`config.mk`:
```
export PLATFORM = sky130hd
export DESIGN_NAME = cbaz_counter
export DESIGN_NICKNAME = d
export VERILOG_FILES = /design/src/rtl/cbaz_pkg.sv /design/src/rtl/cbaz_counter.sv /design/src/rtl/cbaz_sync.sv
export SDC_FILE = /design/constraint.sdc
export NUM_CORES = 1
export LEC_CHECK = 0
export BUFFER_PORTS_ARGS = -buffer_cell sky130_fd_sc_hd__buf_2
export CORE_MARGIN = 2
export CORE_UTILIZATION = 45
export CTS_CLUSTER_DIAMETER = 40
export DETAILED_ROUTE_END_ITERATION = 8
export PLACE_DENSITY = 0.67
export SYNTH_ARGS = -nofsm -noshare
export SYNTH_HDL_FRONTEND = slang
export SYNTH_SLANG_ARGS = --single-unit
export TNS_END_PERCENT = 100
```
`constraint.sdc`:
```
create_clock -name SYS_CLK -period 1.9 [get_ports SYS_CLK]
set_input_delay 0.095 -clock SYS_CLK [delete_from_list [all_inputs] [get_ports SYS_CLK]]
set_output_delay 0.095 -clock SYS_CLK [all_outputs]
set_load 0.02 [all_outputs]
```
`src/rtl/cbaz_pkg.sv`:
```
// package: constants for the charge balance auto-zero counter
package cbaz_pkg;
    // whole cycle: settle + phase1 + settle + phase2
    localparam int CYCLE_LEN = 48000;
    localparam int PHASE_LEN = 20000;
    localparam int SETTLE_LEN = 4000;
    localparam int TIMER_W = 16;
    // modulator clocks per phase as seen after the divide-by-four stage
    localparam int PHASE_COUNTS = 5000;
    localparam int PRESCALE = 4;
    localparam int GUARD_BITS = 2;
    // zero-input count per phase and full-scale references
    localparam int ZERO_COUNT = 2500;
    localparam int FS_SCHEME_A = 4500;
    localparam int FS_SCHEME_B = 3500;
    localparam int OVERRANGE = 2000;
    // accumulator width: holds -20000..+20000 raw (with guard bits)
    localparam int ACC_W = 17;
    localparam int READ_W = 12;

    typedef enum logic [3:0] {
        ST_SETTLE1 = 4'b0001,
        ST_PHASE1 = 4'b0010,
        ST_SETTLE2 = 4'b0100,
        ST_PHASE2 = 4'b1000
    } cbaz_state_type;
endpackage : cbaz_pkg

```
`src/rtl/cbaz_counter.sv`:
```
// digital side of a charge balancing voltmeter with digital auto-zero
`timescale 1ns/1ps
`default_nettype none
module cbaz_counter #(
    parameter int PHASE_CLKS = cbaz_pkg::PHASE_LEN,
    parameter int SETTLE_CLKS = cbaz_pkg::SETTLE_LEN
) (
    input wire logic SYS_CLK,
    input wire logic RSTN,
    input wire logic COMP_IN,
    output logic MOD_OUT,
    output logic SWITCH_POS,
    output logic SWITCH_NEG,
    output logic FIRST_PHASE_INDICATOR,
    output logic SECOND_PHASE_INDICATOR,
    output logic [cbaz_pkg::READ_W-1:0] READING,
    output logic READING_NEG,
    output logic OVERRANGE_FLAG,
    output logic INVALID_FLAG,
    output logic READING_VALID
);
    localparam int AW = cbaz_pkg::ACC_W;
    localparam int TW = cbaz_pkg::TIMER_W;
    localparam logic [TW-1:0] PH_LAST = TW'(PHASE_CLKS - 1);
    localparam logic [TW-1:0] ST_LAST = TW'(SETTLE_CLKS - 1);
    // raw preset is minus phase clocks: guard bits included
    localparam logic signed [AW-1:0] PRESET = -AW'(PHASE_CLKS);
    // overrange sits at 2000 of 5000 display periods per phase; the raw
    // threshold follows PHASE_CLKS so that short phases still reach it,
    // while at the default length it comes to 8000 raw counts
    // (the product stays well inside 32 bits for any sane length)
    localparam logic [AW-1:0] OVR_RAW = AW'(cbaz_pkg::OVERRANGE *
        cbaz_pkg::PRESCALE * PHASE_CLKS / cbaz_pkg::PHASE_LEN);

    // reset and comparator pipeline
    logic rst_meta_r;
    logic rst_n;
    logic comp_s;
    logic mod_r;
    // sequencer
    cbaz_pkg::cbaz_state_type state_r;
    cbaz_pkg::cbaz_state_type state_nxt;
    logic [TW-1:0] timer_r;
    logic [TW-1:0] timer_nxt;
    // accumulator and saturation watch
    logic signed [AW-1:0] acc_r;
    logic signed [AW-1:0] acc_nxt;
    wire logic [1:0] seen_now;
    logic sat_r;
    // display latch; it holds one result for a whole cycle
    // so the outside never sees a half-built count
    logic [cbaz_pkg::READ_W-1:0] reading_r;
    logic neg_r;
    logic ovr_r;
    logic inv_r;
    logic valid_r;
    logic timer_seen_r;

    // true while a counting phase runs; settle windows count nothing,
    // and several watchers below need the same decode
    function automatic logic counting(input cbaz_pkg::cbaz_state_type s);
        counting = (s == cbaz_pkg::ST_PHASE1) || (s == cbaz_pkg::ST_PHASE2);
    endfunction : counting

    // reset release through two flops; assertion stays asynchronous,
    // while release is clean so no flop leaves reset on a different
    // edge from its neighbours
    always_ff @(posedge SYS_CLK or negedge RSTN) begin
        if (!RSTN) begin
            rst_meta_r <= 1'b0;
            rst_n <= 1'b0;
        end else begin
            rst_meta_r <= 1'b1;
            rst_n <= rst_meta_r;
        end
    end

    // comparator comes from the analog side, so synchronise it;
    // the two extra clocks of lag are the same in both phases
    // and so drop out of the net count
    cbaz_sync u_comp_sync (
        .clk(SYS_CLK),
        .rst_n(rst_n),
        .d(COMP_IN),
        .q(comp_s)
    );

    // modulator flip-flop samples comparator every clock;
    // MOD_OUT thus trails COMP_IN by three clocks in all
    always_ff @(posedge SYS_CLK or negedge rst_n) begin
        if (!rst_n) begin
            mod_r <= 1'b0;
        end else begin
            mod_r <= comp_s;
        end
    end

    // true and inverted outputs steer opposing reference switches;
    // the analog loop makes a balanced input alternate them
    assign MOD_OUT = mod_r;
    assign SWITCH_POS = mod_r;
    assign SWITCH_NEG = ~mod_r;

    // phase sequencer: settle, phase 1, settle, phase 2 = 48000 clocks;
    // the cycle length never depends on the input, so a reading always
    // arrives at the same rate
    wire phase_end = (timer_r == PH_LAST);
    wire settle_end = (timer_r == ST_LAST);
    wire in_p1 = (state_r == cbaz_pkg::ST_PHASE1);
    wire in_p2 = (state_r == cbaz_pkg::ST_PHASE2);
    wire cycle_start = (state_r == cbaz_pkg::ST_SETTLE1) && (timer_r == '0);

    // each window runs its length, then the timer restarts at zero
    always_comb begin
        state_nxt = state_r;
        timer_nxt = timer_r + TW'(1);
        case (state_r)
            cbaz_pkg::ST_SETTLE1: begin
                if (settle_end) begin
                    state_nxt = cbaz_pkg::ST_PHASE1;
                    timer_nxt = '0;
                end
            end
            cbaz_pkg::ST_PHASE1: begin
                if (phase_end) begin
                    state_nxt = cbaz_pkg::ST_SETTLE2;
                    timer_nxt = '0;
                end
            end
            cbaz_pkg::ST_SETTLE2: begin
                if (settle_end) begin
                    state_nxt = cbaz_pkg::ST_PHASE2;
                    timer_nxt = '0;
                end
            end
            cbaz_pkg::ST_PHASE2: begin
                if (phase_end) begin
                    state_nxt = cbaz_pkg::ST_SETTLE1;
                    timer_nxt = '0;
                end
            end
            default: begin
                state_nxt = cbaz_pkg::ST_SETTLE1;
                timer_nxt = '0;
            end
        endcase
    end

    always_ff @(posedge SYS_CLK or negedge rst_n) begin
        if (!rst_n) begin
            state_r <= cbaz_pkg::ST_SETTLE1;
            timer_r <= '0;
        end else begin
            state_r <= state_nxt;
            timer_r <= timer_nxt;
        end
    end

    // indicators let the external switches follow the phases;
    // which scheme (disconnect or reverse) is up to the outside
    assign FIRST_PHASE_INDICATOR = in_p1;
    assign SECOND_PHASE_INDICATOR = in_p2;

    // accumulator: the two low bits are the divide-by-four guard bits,
    // so 20000 clocks count as 5000 display periods per phase;
    // phase one adds the inverted output on top of minus the phase
    // length, phase two adds the true output, so any offset common to
    // both phases cancels and only the input difference remains
    wire count_p1 = in_p1 && !mod_r;
    wire count_p2 = in_p2 && mod_r;
    always_comb begin
        acc_nxt = acc_r;
        if (cycle_start) begin
            acc_nxt = PRESET;
        end else if (count_p1 || count_p2) begin
            acc_nxt = acc_r + AW'(1);
        end
    end

    always_ff @(posedge SYS_CLK or negedge rst_n) begin
        if (!rst_n) begin
            acc_r <= '0;
        end else begin
            acc_r <= acc_nxt;
        end
    end

    // saturation watch: each level flag records whether the modulator
    // showed that level at least once in the running phase; a phase
    // that lacks either level means the loop sat against a rail
    wire in_meas = counting(state_r);
    wire ph_first = in_meas && (timer_r == '0);
    wire phase_last = in_meas && phase_end;
    // index 0 watches low samples, index 1 watches high samples
    genvar lvl;
    generate
        for (lvl = 0; lvl < 2; lvl++) begin : g_seen
            logic seen_r;
            // this sample shows the watched level
            wire hit = in_meas && (mod_r == 1'(lvl));
            // the first clock of a phase restarts the flag
            always_ff @(posedge SYS_CLK or negedge rst_n) begin
                if (!rst_n) begin
                    seen_r <= 1'b0;
                end else if (ph_first) begin
                    seen_r <= hit;
                end else begin
                    seen_r <= seen_r | hit;
                end
            end
            // the last sample of a phase has not reached the flag yet
            assign seen_now[lvl] = seen_r | hit;
        end
    endgenerate

    // rail detect sticks until the next cycle start clears it
    wire pinned = ~&seen_now;
    always_ff @(posedge SYS_CLK or negedge rst_n) begin
        if (!rst_n) begin
            sat_r <= 1'b0;
        end else if (cycle_start) begin
            sat_r <= 1'b0;
        end else if (phase_last && pinned) begin
            sat_r <= 1'b1;
        end
    end

    // display conversion: magnitude with round-half-up on guard bits;
    // the sign comes from the rounded value so zero never shows minus
    wire acc_neg = acc_r[AW-1];
    wire [AW-1:0] acc_mag = acc_neg ? AW'(-acc_r) : AW'(acc_r);
    wire [AW-1:0] rounded = (acc_mag + AW'(2)) >> cbaz_pkg::GUARD_BITS;
    wire show_neg = acc_neg && (rounded != '0);
    wire over = (acc_mag >= OVR_RAW);
    // full scale of either switching scheme comes from analog scaling:
    // 4500 or 3500 pulses per phase land on the same raw count
    wire [cbaz_pkg::READ_W-1:0] read_val =
        over ? cbaz_pkg::READ_W'(cbaz_pkg::OVERRANGE - 1)
             : cbaz_pkg::READ_W'(rounded);

    // transfer the finished count to the display at cycle start;
    // the accumulator is preset on that same edge, so the latch takes
    // the old value just before it is lost
    always_ff @(posedge SYS_CLK or negedge rst_n) begin
        if (!rst_n) begin
            reading_r <= '0;
            neg_r <= 1'b0;
            ovr_r <= 1'b0;
            inv_r <= 1'b0;
            valid_r <= 1'b0;
        end else if (cycle_start && timer_seen_r) begin
            reading_r <= read_val;
            neg_r <= show_neg;
            ovr_r <= over;
            inv_r <= sat_r;
            valid_r <= 1'b1;
        end
    end

    // first cycle after reset has no previous count to show;
    // a mid-run reset clears this again, so a cut cycle never
    // reaches the display
    always_ff @(posedge SYS_CLK or negedge rst_n) begin
        if (!rst_n) begin
            timer_seen_r <= 1'b0;
        end else if (in_p2 && phase_end) begin
            timer_seen_r <= 1'b1;
        end
    end

    // result outputs come straight from flip-flops
    assign READING = reading_r;
    assign READING_NEG = neg_r;
    assign OVERRANGE_FLAG = ovr_r;
    assign INVALID_FLAG = inv_r;
    assign READING_VALID = valid_r;
endmodule : cbaz_counter
`default_nettype wire

```
`src/rtl/cbaz_sync.sv`:
```
// two flip-flop synchroniser for an asynchronous level
`timescale 1ns/1ps
`default_nettype none
module cbaz_sync (
    input wire logic clk,
    input wire logic rst_n,
    input wire logic d,
    output logic q
);
    logic meta_r;

    // first stage feeds only the second stage
    always_ff @(posedge clk or negedge rst_n) begin
        if (!rst_n) begin
            meta_r <= 1'b0;
            q <= 1'b0;
        end else begin
            meta_r <= d;
            q <= meta_r;
        end
    end
endmodule : cbaz_sync
`default_nettype wire
```
## Word-level counts from Yosys, hierarchy flattened

Index checks and enable logic that the tools add are counted.
Widths: inputs -> output; s select.

- Add/sub/neg operators: 4
- $lt $le $gt $ge: 1
- Equality and inequality tests: 10
- Mux-type cells: 16
- Bitwise gates (word level): 3
- Reductions and logical operators: 23

Operator list:

| cell | number |
|---|---|
| $mux 17 | 3 |
| $add 17x2->17 const B | 2 |
| $mux 16 | 2 |
| $pmux 16 s2 | 1 |
| $ge 17x13->1 const B | 1 |
| $neg 17->17 | 1 |
| $reduce_bool 17->1 | 1 |
| $add 16x1->16 const B | 1 |
| $eq 16x12->1 const B | 1 |
| $eq 16x15->1 const B | 1 |
| $logic_not 16->1 | 1 |
| $mux 4 | 4 |
| $pmux 4 s4 | 1 |
| $mux 12 | 1 |
| $logic_and 1x1->1 | 11 |
| $ne 2x2->1 const B | 4 |
| $eq 4x1->1 const B | 1 |
| $eq 4x2->1 const B | 1 |
| $eq 4x3->1 const B | 1 |
| $eq 4x4->1 const B | 1 |
| $mux 1 | 4 |
| $reduce_and 4->1 | 1 |
| $reduce_bool 2->1 | 2 |
| $reduce_or 2->1 | 2 |
| 5 further kinds | 8 |

- Flip-flop bits (word level): 62
- Input port bits: 3
- Output and inout bits: 21

## Depth between registers and ports, before layout

Gate-level depths: netlist of the first run.

- Depth after elaboration: 9
- Mapped depth: 12
- Gate-level depth less buffers: 12

## By module

From an unflattened synthesis of the first run, not the netlist that was laid out.

- Cells, all modules: 424
- Area total of the unflattened synthesis: 3,948.8 um2

By module, submodules not included:

| module | instances | cells an instance | area an instance (um2) |
|---|---|---|---|
| cbaz_counter | 1 | 422 | 3,898.7 |
| cbaz_sync | 1 | 2 | 50.0 |

## Least setup slack after synthesis of the first run

Ideal clock, no wire load.

- Kind: register to register
- From: register acc_r[1]
- To: register neg_r, in the netlist READING_NEG
- Data arrival time: 2.857 ns
- Required time: 1.767 ns
- Setup slack: -1.090 ns
- Stages on the path, launching flop included: 11
- Path buffers: 0
- Period minus slack after synthesis: 2.990 ns
- Cell sequence: dfrtp_1 inv_1 ha_1 or3b_2 o41ai_1 xnor2_1 and3_1 nor4b_1 mux2i_1 a2111oi_1 a21oi_1

- Longest elaborated chain between the ends: 5

RTL lines:

| element | RTL line | text |
|---|---|---|
| from (decl) | cbaz_counter.sv:46 | `logic signed [AW-1:0] acc_r;` |
| from (signal assigned) | cbaz_counter.sv:184 | `acc_r <= acc_nxt;` |
| $neg 17->17 | cbaz_counter.sv:231 | `wire [AW-1:0] acc_mag = acc_neg ? AW'(-acc_r) : AW'(acc_r);` |
| $mux 17 * | cbaz_counter.sv:231 |  |
| $add 17x2->17 * | cbaz_counter.sv:232 | `wire [AW-1:0] rounded = (acc_mag + AW'(2)) >> cbaz_pkg::GUARD_BITS;` |
| $reduce_bool 17->1 * | cbaz_counter.sv:233 | `wire show_neg = acc_neg && (rounded != '0);` |
| $logic_and 1x1->1 * | cbaz_counter.sv:233 |  |
| to (signal assigned) | cbaz_counter.sv:253 | `neg_r <= show_neg;` |
| to (decl) | cbaz_counter.sv:53 | `logic neg_r;` |

Mark *: on every way between the ends. The rest lies on a longest branch, timed or not.
A chain may end at the register's enable or synchronous reset.

## Final worst setup path of the first run

- From: register acc_r[5]
- To: register neg_r, in the netlist READING_NEG

Same word-level chain as after synthesis.

==> results of run 1 <==
## metal layers
metal / GRT usage / vias up
met4: 0.0930 / 0
met5: 0 / -
met3: 0.0407 / 19
li1: - / 1668
met2: 0.366 / 66
met1: 0.290 / 1687
## where the power goes
group,switching (W),internal (W)
combinational,0.0000266,0.0000123
clock,0.000504,0.000597
sequential,0.00000887,0.00133
## timing repair
item / in CTS / in global routing
resized for setup: 69 / 37
endpoints found under the hold margin: 3 / 0
gates cloned: 3 / 0
hold buffers: 2 / 0
pin swaps: 36 / 29
setup endpoints to repair: 43 / 49
setup buffers: 13 / 9
## stage by stage
| step | setup TNS (ns) | power (W) | instance area (um^2) | util | worst slack [ns] |
|---|---|---|---|---|---|
| after floorplan | -16.55 | 0.00138 | 3830 | - | -0.825 |
| after global placement | -17.74 | 0.00140 | 4690 | 0.580 | -0.742 |
| after detailed placement | -19.74 | 0.00140 | 4690 | 0.580 | -0.790 |
| after CTS | -17.53 | 0.00252 | 5310 | 0.656 | -0.729 |
| after global routing | -20.92 | 0.00259 | 5550 | 0.686 | -0.889 |
| final | -16.85 | 0.00247 | 5550 | 0.686 | -0.769 |
## registers in the layout, summed over array words and instances, names as in the netlist, 2 cells and up
| name | count |
|---|---|
| READING | 12 |
| state_r | 4 |
| acc_r | 17 |
| g_seen.seen_r | 2 |
| timer_r | 16 |
## cell families after synthesis
group                      Yosys count  share of synthesized area
and+or+nand+nor                    191                      0.272
DFF                                 62                      0.420
AOI/OAI and AO/OA                   56                      0.112
xor gates and xnor gates            52                      0.123
buffers and inverters               32                     0.0409
adders and majority gates            5                     0.0169
muxes                                5                     0.0145
other                                1                    0.00101
## layout by cell type, fill, tap and decap left out, drive strengths merged, types with 4 or more instances in the layout
cell / netlist / final
a21oi: 16 / 16
a31oi: 4 / 4
and2: 4 / 4
and3: 10 / 10
buf: 9 / 139
clkbuf: 14 / 11
clkinv: 0 / 4
dfrtp: 61 / 61
ha: 5 / 5
inv: 9 / 9
nand2: 34 / 34
nand2b: 10 / 10
nand3: 19 / 19
nand3b: 7 / 7
nand4: 5 / 5
nor2: 57 / 57
nor3: 8 / 8
nor4: 4 / 4
nor4b: 6 / 6
o21ai: 10 / 10
o31ai: 4 / 4
o41ai: 5 / 5
or3: 6 / 6
or4: 4 / 5
xnor2: 27 / 27
xor2: 25 / 25
## how the worst max path moves through the flow
stage / to / slack, ns
after global placement: READING_NEG / -0.74
after detailed placement: READING_NEG / -0.79
final: READING_NEG / -0.77
after CTS: READING_NEG / -0.73
after global routing: READING_NEG / -0.89
after floorplan: READING_NEG / -0.83
## final cells by class
class	instances	area, um^2	area share
Timing Repair Buffer	141	1100	0.197
Tap cell	105	131	0.0237
Inverter	9	33.8	0.00608
Sequential cell	62	1560	0.280
Multi-Input combinational cell	311	2560	0.460
Clock buffer	11	131	0.0237
Clock inverter	5	50.0	0.00901
## worst max-delay path: stages (launching register included)
cell	delay, ns
dfrtp_1	0.40
or4_4	0.62
o41ai_4	0.41
xnor2_2	0.19
inv_1	0.14
nor4b_4	0.25
mux2i_1	0.16
a2111oi_4	0.30
a21oi_1	0.10
==> metrics.cfg, run 1 <==
[outcome]
status=finished, violations left
failed_checks=setup timing

[synth]
ys.warnings.count=0
synth_edf_count=0
synth_common_cells=dfrtp_1 (61), nor2_1 (57), nand2_1 (34)
yosysSeqAreaShare=0.420
ys_ff_latch=62
yosysTopAreaCell=dfrtp_1
synthesis.area_um2=3700
ys_async_sr_fraction=1.00
synthFlopType=dfrtp_1
syn_nets=412
synth_top_area_frac=0.412
syn_inst=404
ys_types=59
synthTopCellsByArea=dfrtp_1 (41%), xnor2_1 (6.4%), xor2_1 (5.9%)
yosysMostFrequentCell=dfrtp_1
avgSynthCellArea_um2=9.16

[setup_path]
crit_path_start_kind=flop
critical_path_class=reg2reg
cp.required_ns=2.13
worstPathMaxFanout=5
end_kind=flop
worstPathArrival_ns=2.90
r2r-end=READING_NEG
timing.rr.start=acc_r[5]
ff2ff_setup_slack_ns=-0.77
crit_path_start=acc_r[5]
rr_worst_depth=8

[cells_and_area]
nFillCells=543
drive_above_1_share=0.468
final_cell_count_no_fill=644
antennaDiodeCount=0
area_growth_syn_to_layout_pct=50.1
final_nets=542

[detailed_routing]
antenna_left=0
top_layer=met4
drc=0
vias_per_cell=5.34
drt_iter0_drc=139
dr_wl_met2_um=4920
drt_pass1_iterations=4
wl_per_cell_um=15.3
met1_length_um=4360
vias=3440
wl_um=9850
wl_met3_um=336

[cts]
htree_levels=3
numCtsBuffers=9
path_clk_slew_ns=0.08
cts.sinks=62
cts.path.max_buffers=2
clk_latency_ns=0.35
cts_root_buf=clkbuf_8
cts_tree=done

[placement]
gp_congestion=0.859
numPortBuffers=23
hpwl_um=6430
dp_cells=605

[sta]
grt_setup_unrepaired=yes
finalCritPeriodShare=1.40
max_freq_ghz=0.375
min_period_ns=2.67
finalSetupViolCount=44
worst_clock_skew_ns=0.0141
hold_viol=0
maxSlewViolCount=0
whs_ns=0.0645
postLayoutSetupSlackWorst_ns=-0.769

[floorplan]
rows=33
die_width_um=94.7
core_area_um2=8090
ios=24
die_area_um2=8970
die-height_um=94.7
initial_core_util=0.457

[global_route]
grt_pass1_vias=3283
grt_max_degree=44
overflow=0
grt_pass1_wl_um=15600
grt_usage=0.223
antenna_found_initial=0

[pwr]
power_density_nw_per_um2=445
power_leakage_nw=2.58
ir_drop_mv=0.376

[worst_hold_path]
hold_path.class=in2async

[run]
cap_viol_max_count=0

(Power assumes the default switching activity.)
==> inputs of run 2 (changes only) <==
--- a/config.mk
+++ b/config.mk
@@ -10,6 +10,7 @@
 export CORE_UTILIZATION = 45
 export CTS_CLUSTER_DIAMETER = 40
 export DETAILED_ROUTE_END_ITERATION = 8
+export HOLD_SLACK_MARGIN = 0.15
 export PLACE_DENSITY = 0.67
 export SYNTH_ARGS = -nofsm -noshare
 export SYNTH_HDL_FRONTEND = slang
==> run 2 against run 1 <==
The run still ends with setup timing left. Cell area is 0.18% higher. Non-clock buffer count up 1. Total power grew 0.12%. Via count hardly changed. Clock skew barely moved. Core utilization rose by 0.12 points. Global-route usage is essentially flat. Sequential share of layout area shrank 0.050 points. Critical endpoint unchanged. Cell count is 0.16% higher. Fmax barely moved. Routed wire length barely moved. Sequential power is essentially flat.
==> metrics.cfg, run 2 (synthesized netlist as in run 1, its figures left out) <==
[sta]
postLayoutSetupSlackWorst_ns=-0.769
maxSlewViolCount=0
max_freq_ghz=0.375
hold_viol=0
grt_setup_unrepaired=yes
finalSetupViolCount=44
worst_clock_skew_ns=0.0144
min_period_ns=2.67
finalCritPeriodShare=1.40

[floorplan]
die_width_um=94.7
core_area_um2=8090
rows=33
die_area_um2=8970
ios=24
die-height_um=94.7
initial_core_util=0.457

[cells_and_area]
largest_reg_flops=17
fin_util=0.688
nFillCells=540
drive_above_1_share=0.467
layout_commonest_cell=buf_4
regArea_um2=1560
final_nets=543
final_cell_mix=buf_4 (100), dfrtp_1 (59), nor2_1 (40)
antennaDiodeCount=0
area_growth_syn_to_layout_pct=50.3
top_register=acc_r
multi_input_area_um2=2560

[outcome]
failed_checks=setup timing
status=finished, violations left

[cts]
htree_levels=3
cts.sinks=62
cts_tree=done
clk_latency_ns=0.35
cts.path.max_buffers=2
path_clk_slew_ns=0.08
cts_root_buf=clkbuf_8
numCtsBuffers=9

[global_route]
grt_max_degree=44
overflow=0
antenna_found_initial=0
grt_usage=0.224
grt_pass1_vias=3290
grt_pass1_wl_um=15700

[setup_path]
timing.rr.start=acc_r[5]
worstPathMaxFanout=5
crit_path_start_kind=flop
end_kind=flop
critical_path_class=reg2reg
worstPathArrival_ns=2.90
crit_path_start=acc_r[5]
cp.required_ns=2.13

[pwr]
power_leakage_nw=2.58
power_density_nw_per_um2=445
p_total_w=0.00248
ir_drop_mv=0.376

[detailed_routing]
wl_um=9860
drt_iter0_drc=108
wl_per_cell_um=15.3
vias_per_cell=5.34
antenna_left=0
drt_pass1_iterations=4
drc=0
vias=3443

[run]
cap_viol_max_count=0

[placement]
hpwl_um=6430
numPortBuffers=23
gp_congestion=0.859

[worst_hold_path]
hold_path.class=reg2async

==> run 2: cell count changes in the layout (fill, tap and decap cells not counted), sizes merged <==
| cell | change |
|---|---|
| dlygate4sd3 | +1 |
==> run 2: routing by layer <==
| layer | vias to the layer above | GRT usage | wire length, um |
|---|---|---|---|
| met3 | 17 | 0.0407 | 330 |
| li1 | 1670 | - | - |
| met2 | 62 | 0.367 | 4980 |
| met5 | - | 0 | 0 |
| met4 | 0 | 0.0930 | 177 |
| met1 | 1694 | 0.290 | 4370 |
==> run 2: area by class of cell <==
cell class,count,share of cell area
clock buffer,11,0.0236
clock inverter,5,0.00899
inverter,9,0.00607
multi-input combinational,311,0.459
sequential,62,0.280
tap,105,0.0236
timing repair buffer,142,0.199
==> run 2: critical path, cell delays in order, from the launching register on <==
cell and delay, ns:
dfrtp_1 0.40, or4_4 0.62, o41ai_4 0.41, xnor2_2 0.19
inv_1 0.14, nor4b_4 0.25, mux2i_1 0.16, a2111oi_4 0.30
a21oi_1 0.10
==> run 2: worst paths after layout <==
kind                          endpoint  slack [ns]  depth (start not counted)
max                        READING_NEG       -0.77                          8
min                           acc_r[6]        0.20                          0
max reg2reg                READING_NEG       -0.77                          8
min reg2reg                   acc_r[6]        0.20                          0
max in group asynchronous   state_r[0]        1.09                          1
min in group SYS_CLK             rst_n        0.35                          0
==> run 2: what timing repair did <==
| item | in CTS | in global routing |
|---|---|---|
| gates resized for setup | 69 | 37 |
| pin swaps | 36 | 29 |
| setup endpoints to repair | 43 | 49 |
| buffers inserted | 13 | 9 |
| gates cloned | 3 | 0 |
| endpoints found under the hold margin | 3 | 0 |
| hold buffers | 3 | 0 |
==> run 2: stage by stage <==
step                      std cells  setup TNS (ns)  hold slack (ns)  instance area [um^2]  setup WS, ns
after floorplan                 404          -16.55           -0.201                  3830        -0.825
after global placement          605          -17.74           -0.119                  4690        -0.742
after detailed placement        605          -19.74           -0.118                  4690        -0.790
after CTS                       638          -17.53            0.220                  5320        -0.729
after global routing            645          -20.92            0.236                  5560        -0.889
final                           645          -16.85            0.198                  5560        -0.769
==> run 2: report_power, final <==
group / internal, W / switching [W] / leakage [nW]
sequential: 0.00133 / 0.00000890 / 0.784
combinational: 0.0000136 / 0.0000269 / 1.70
clock: 0.000597 / 0.000505 / 0.0968
total: 0.00194 / 0.000541 / 2.58
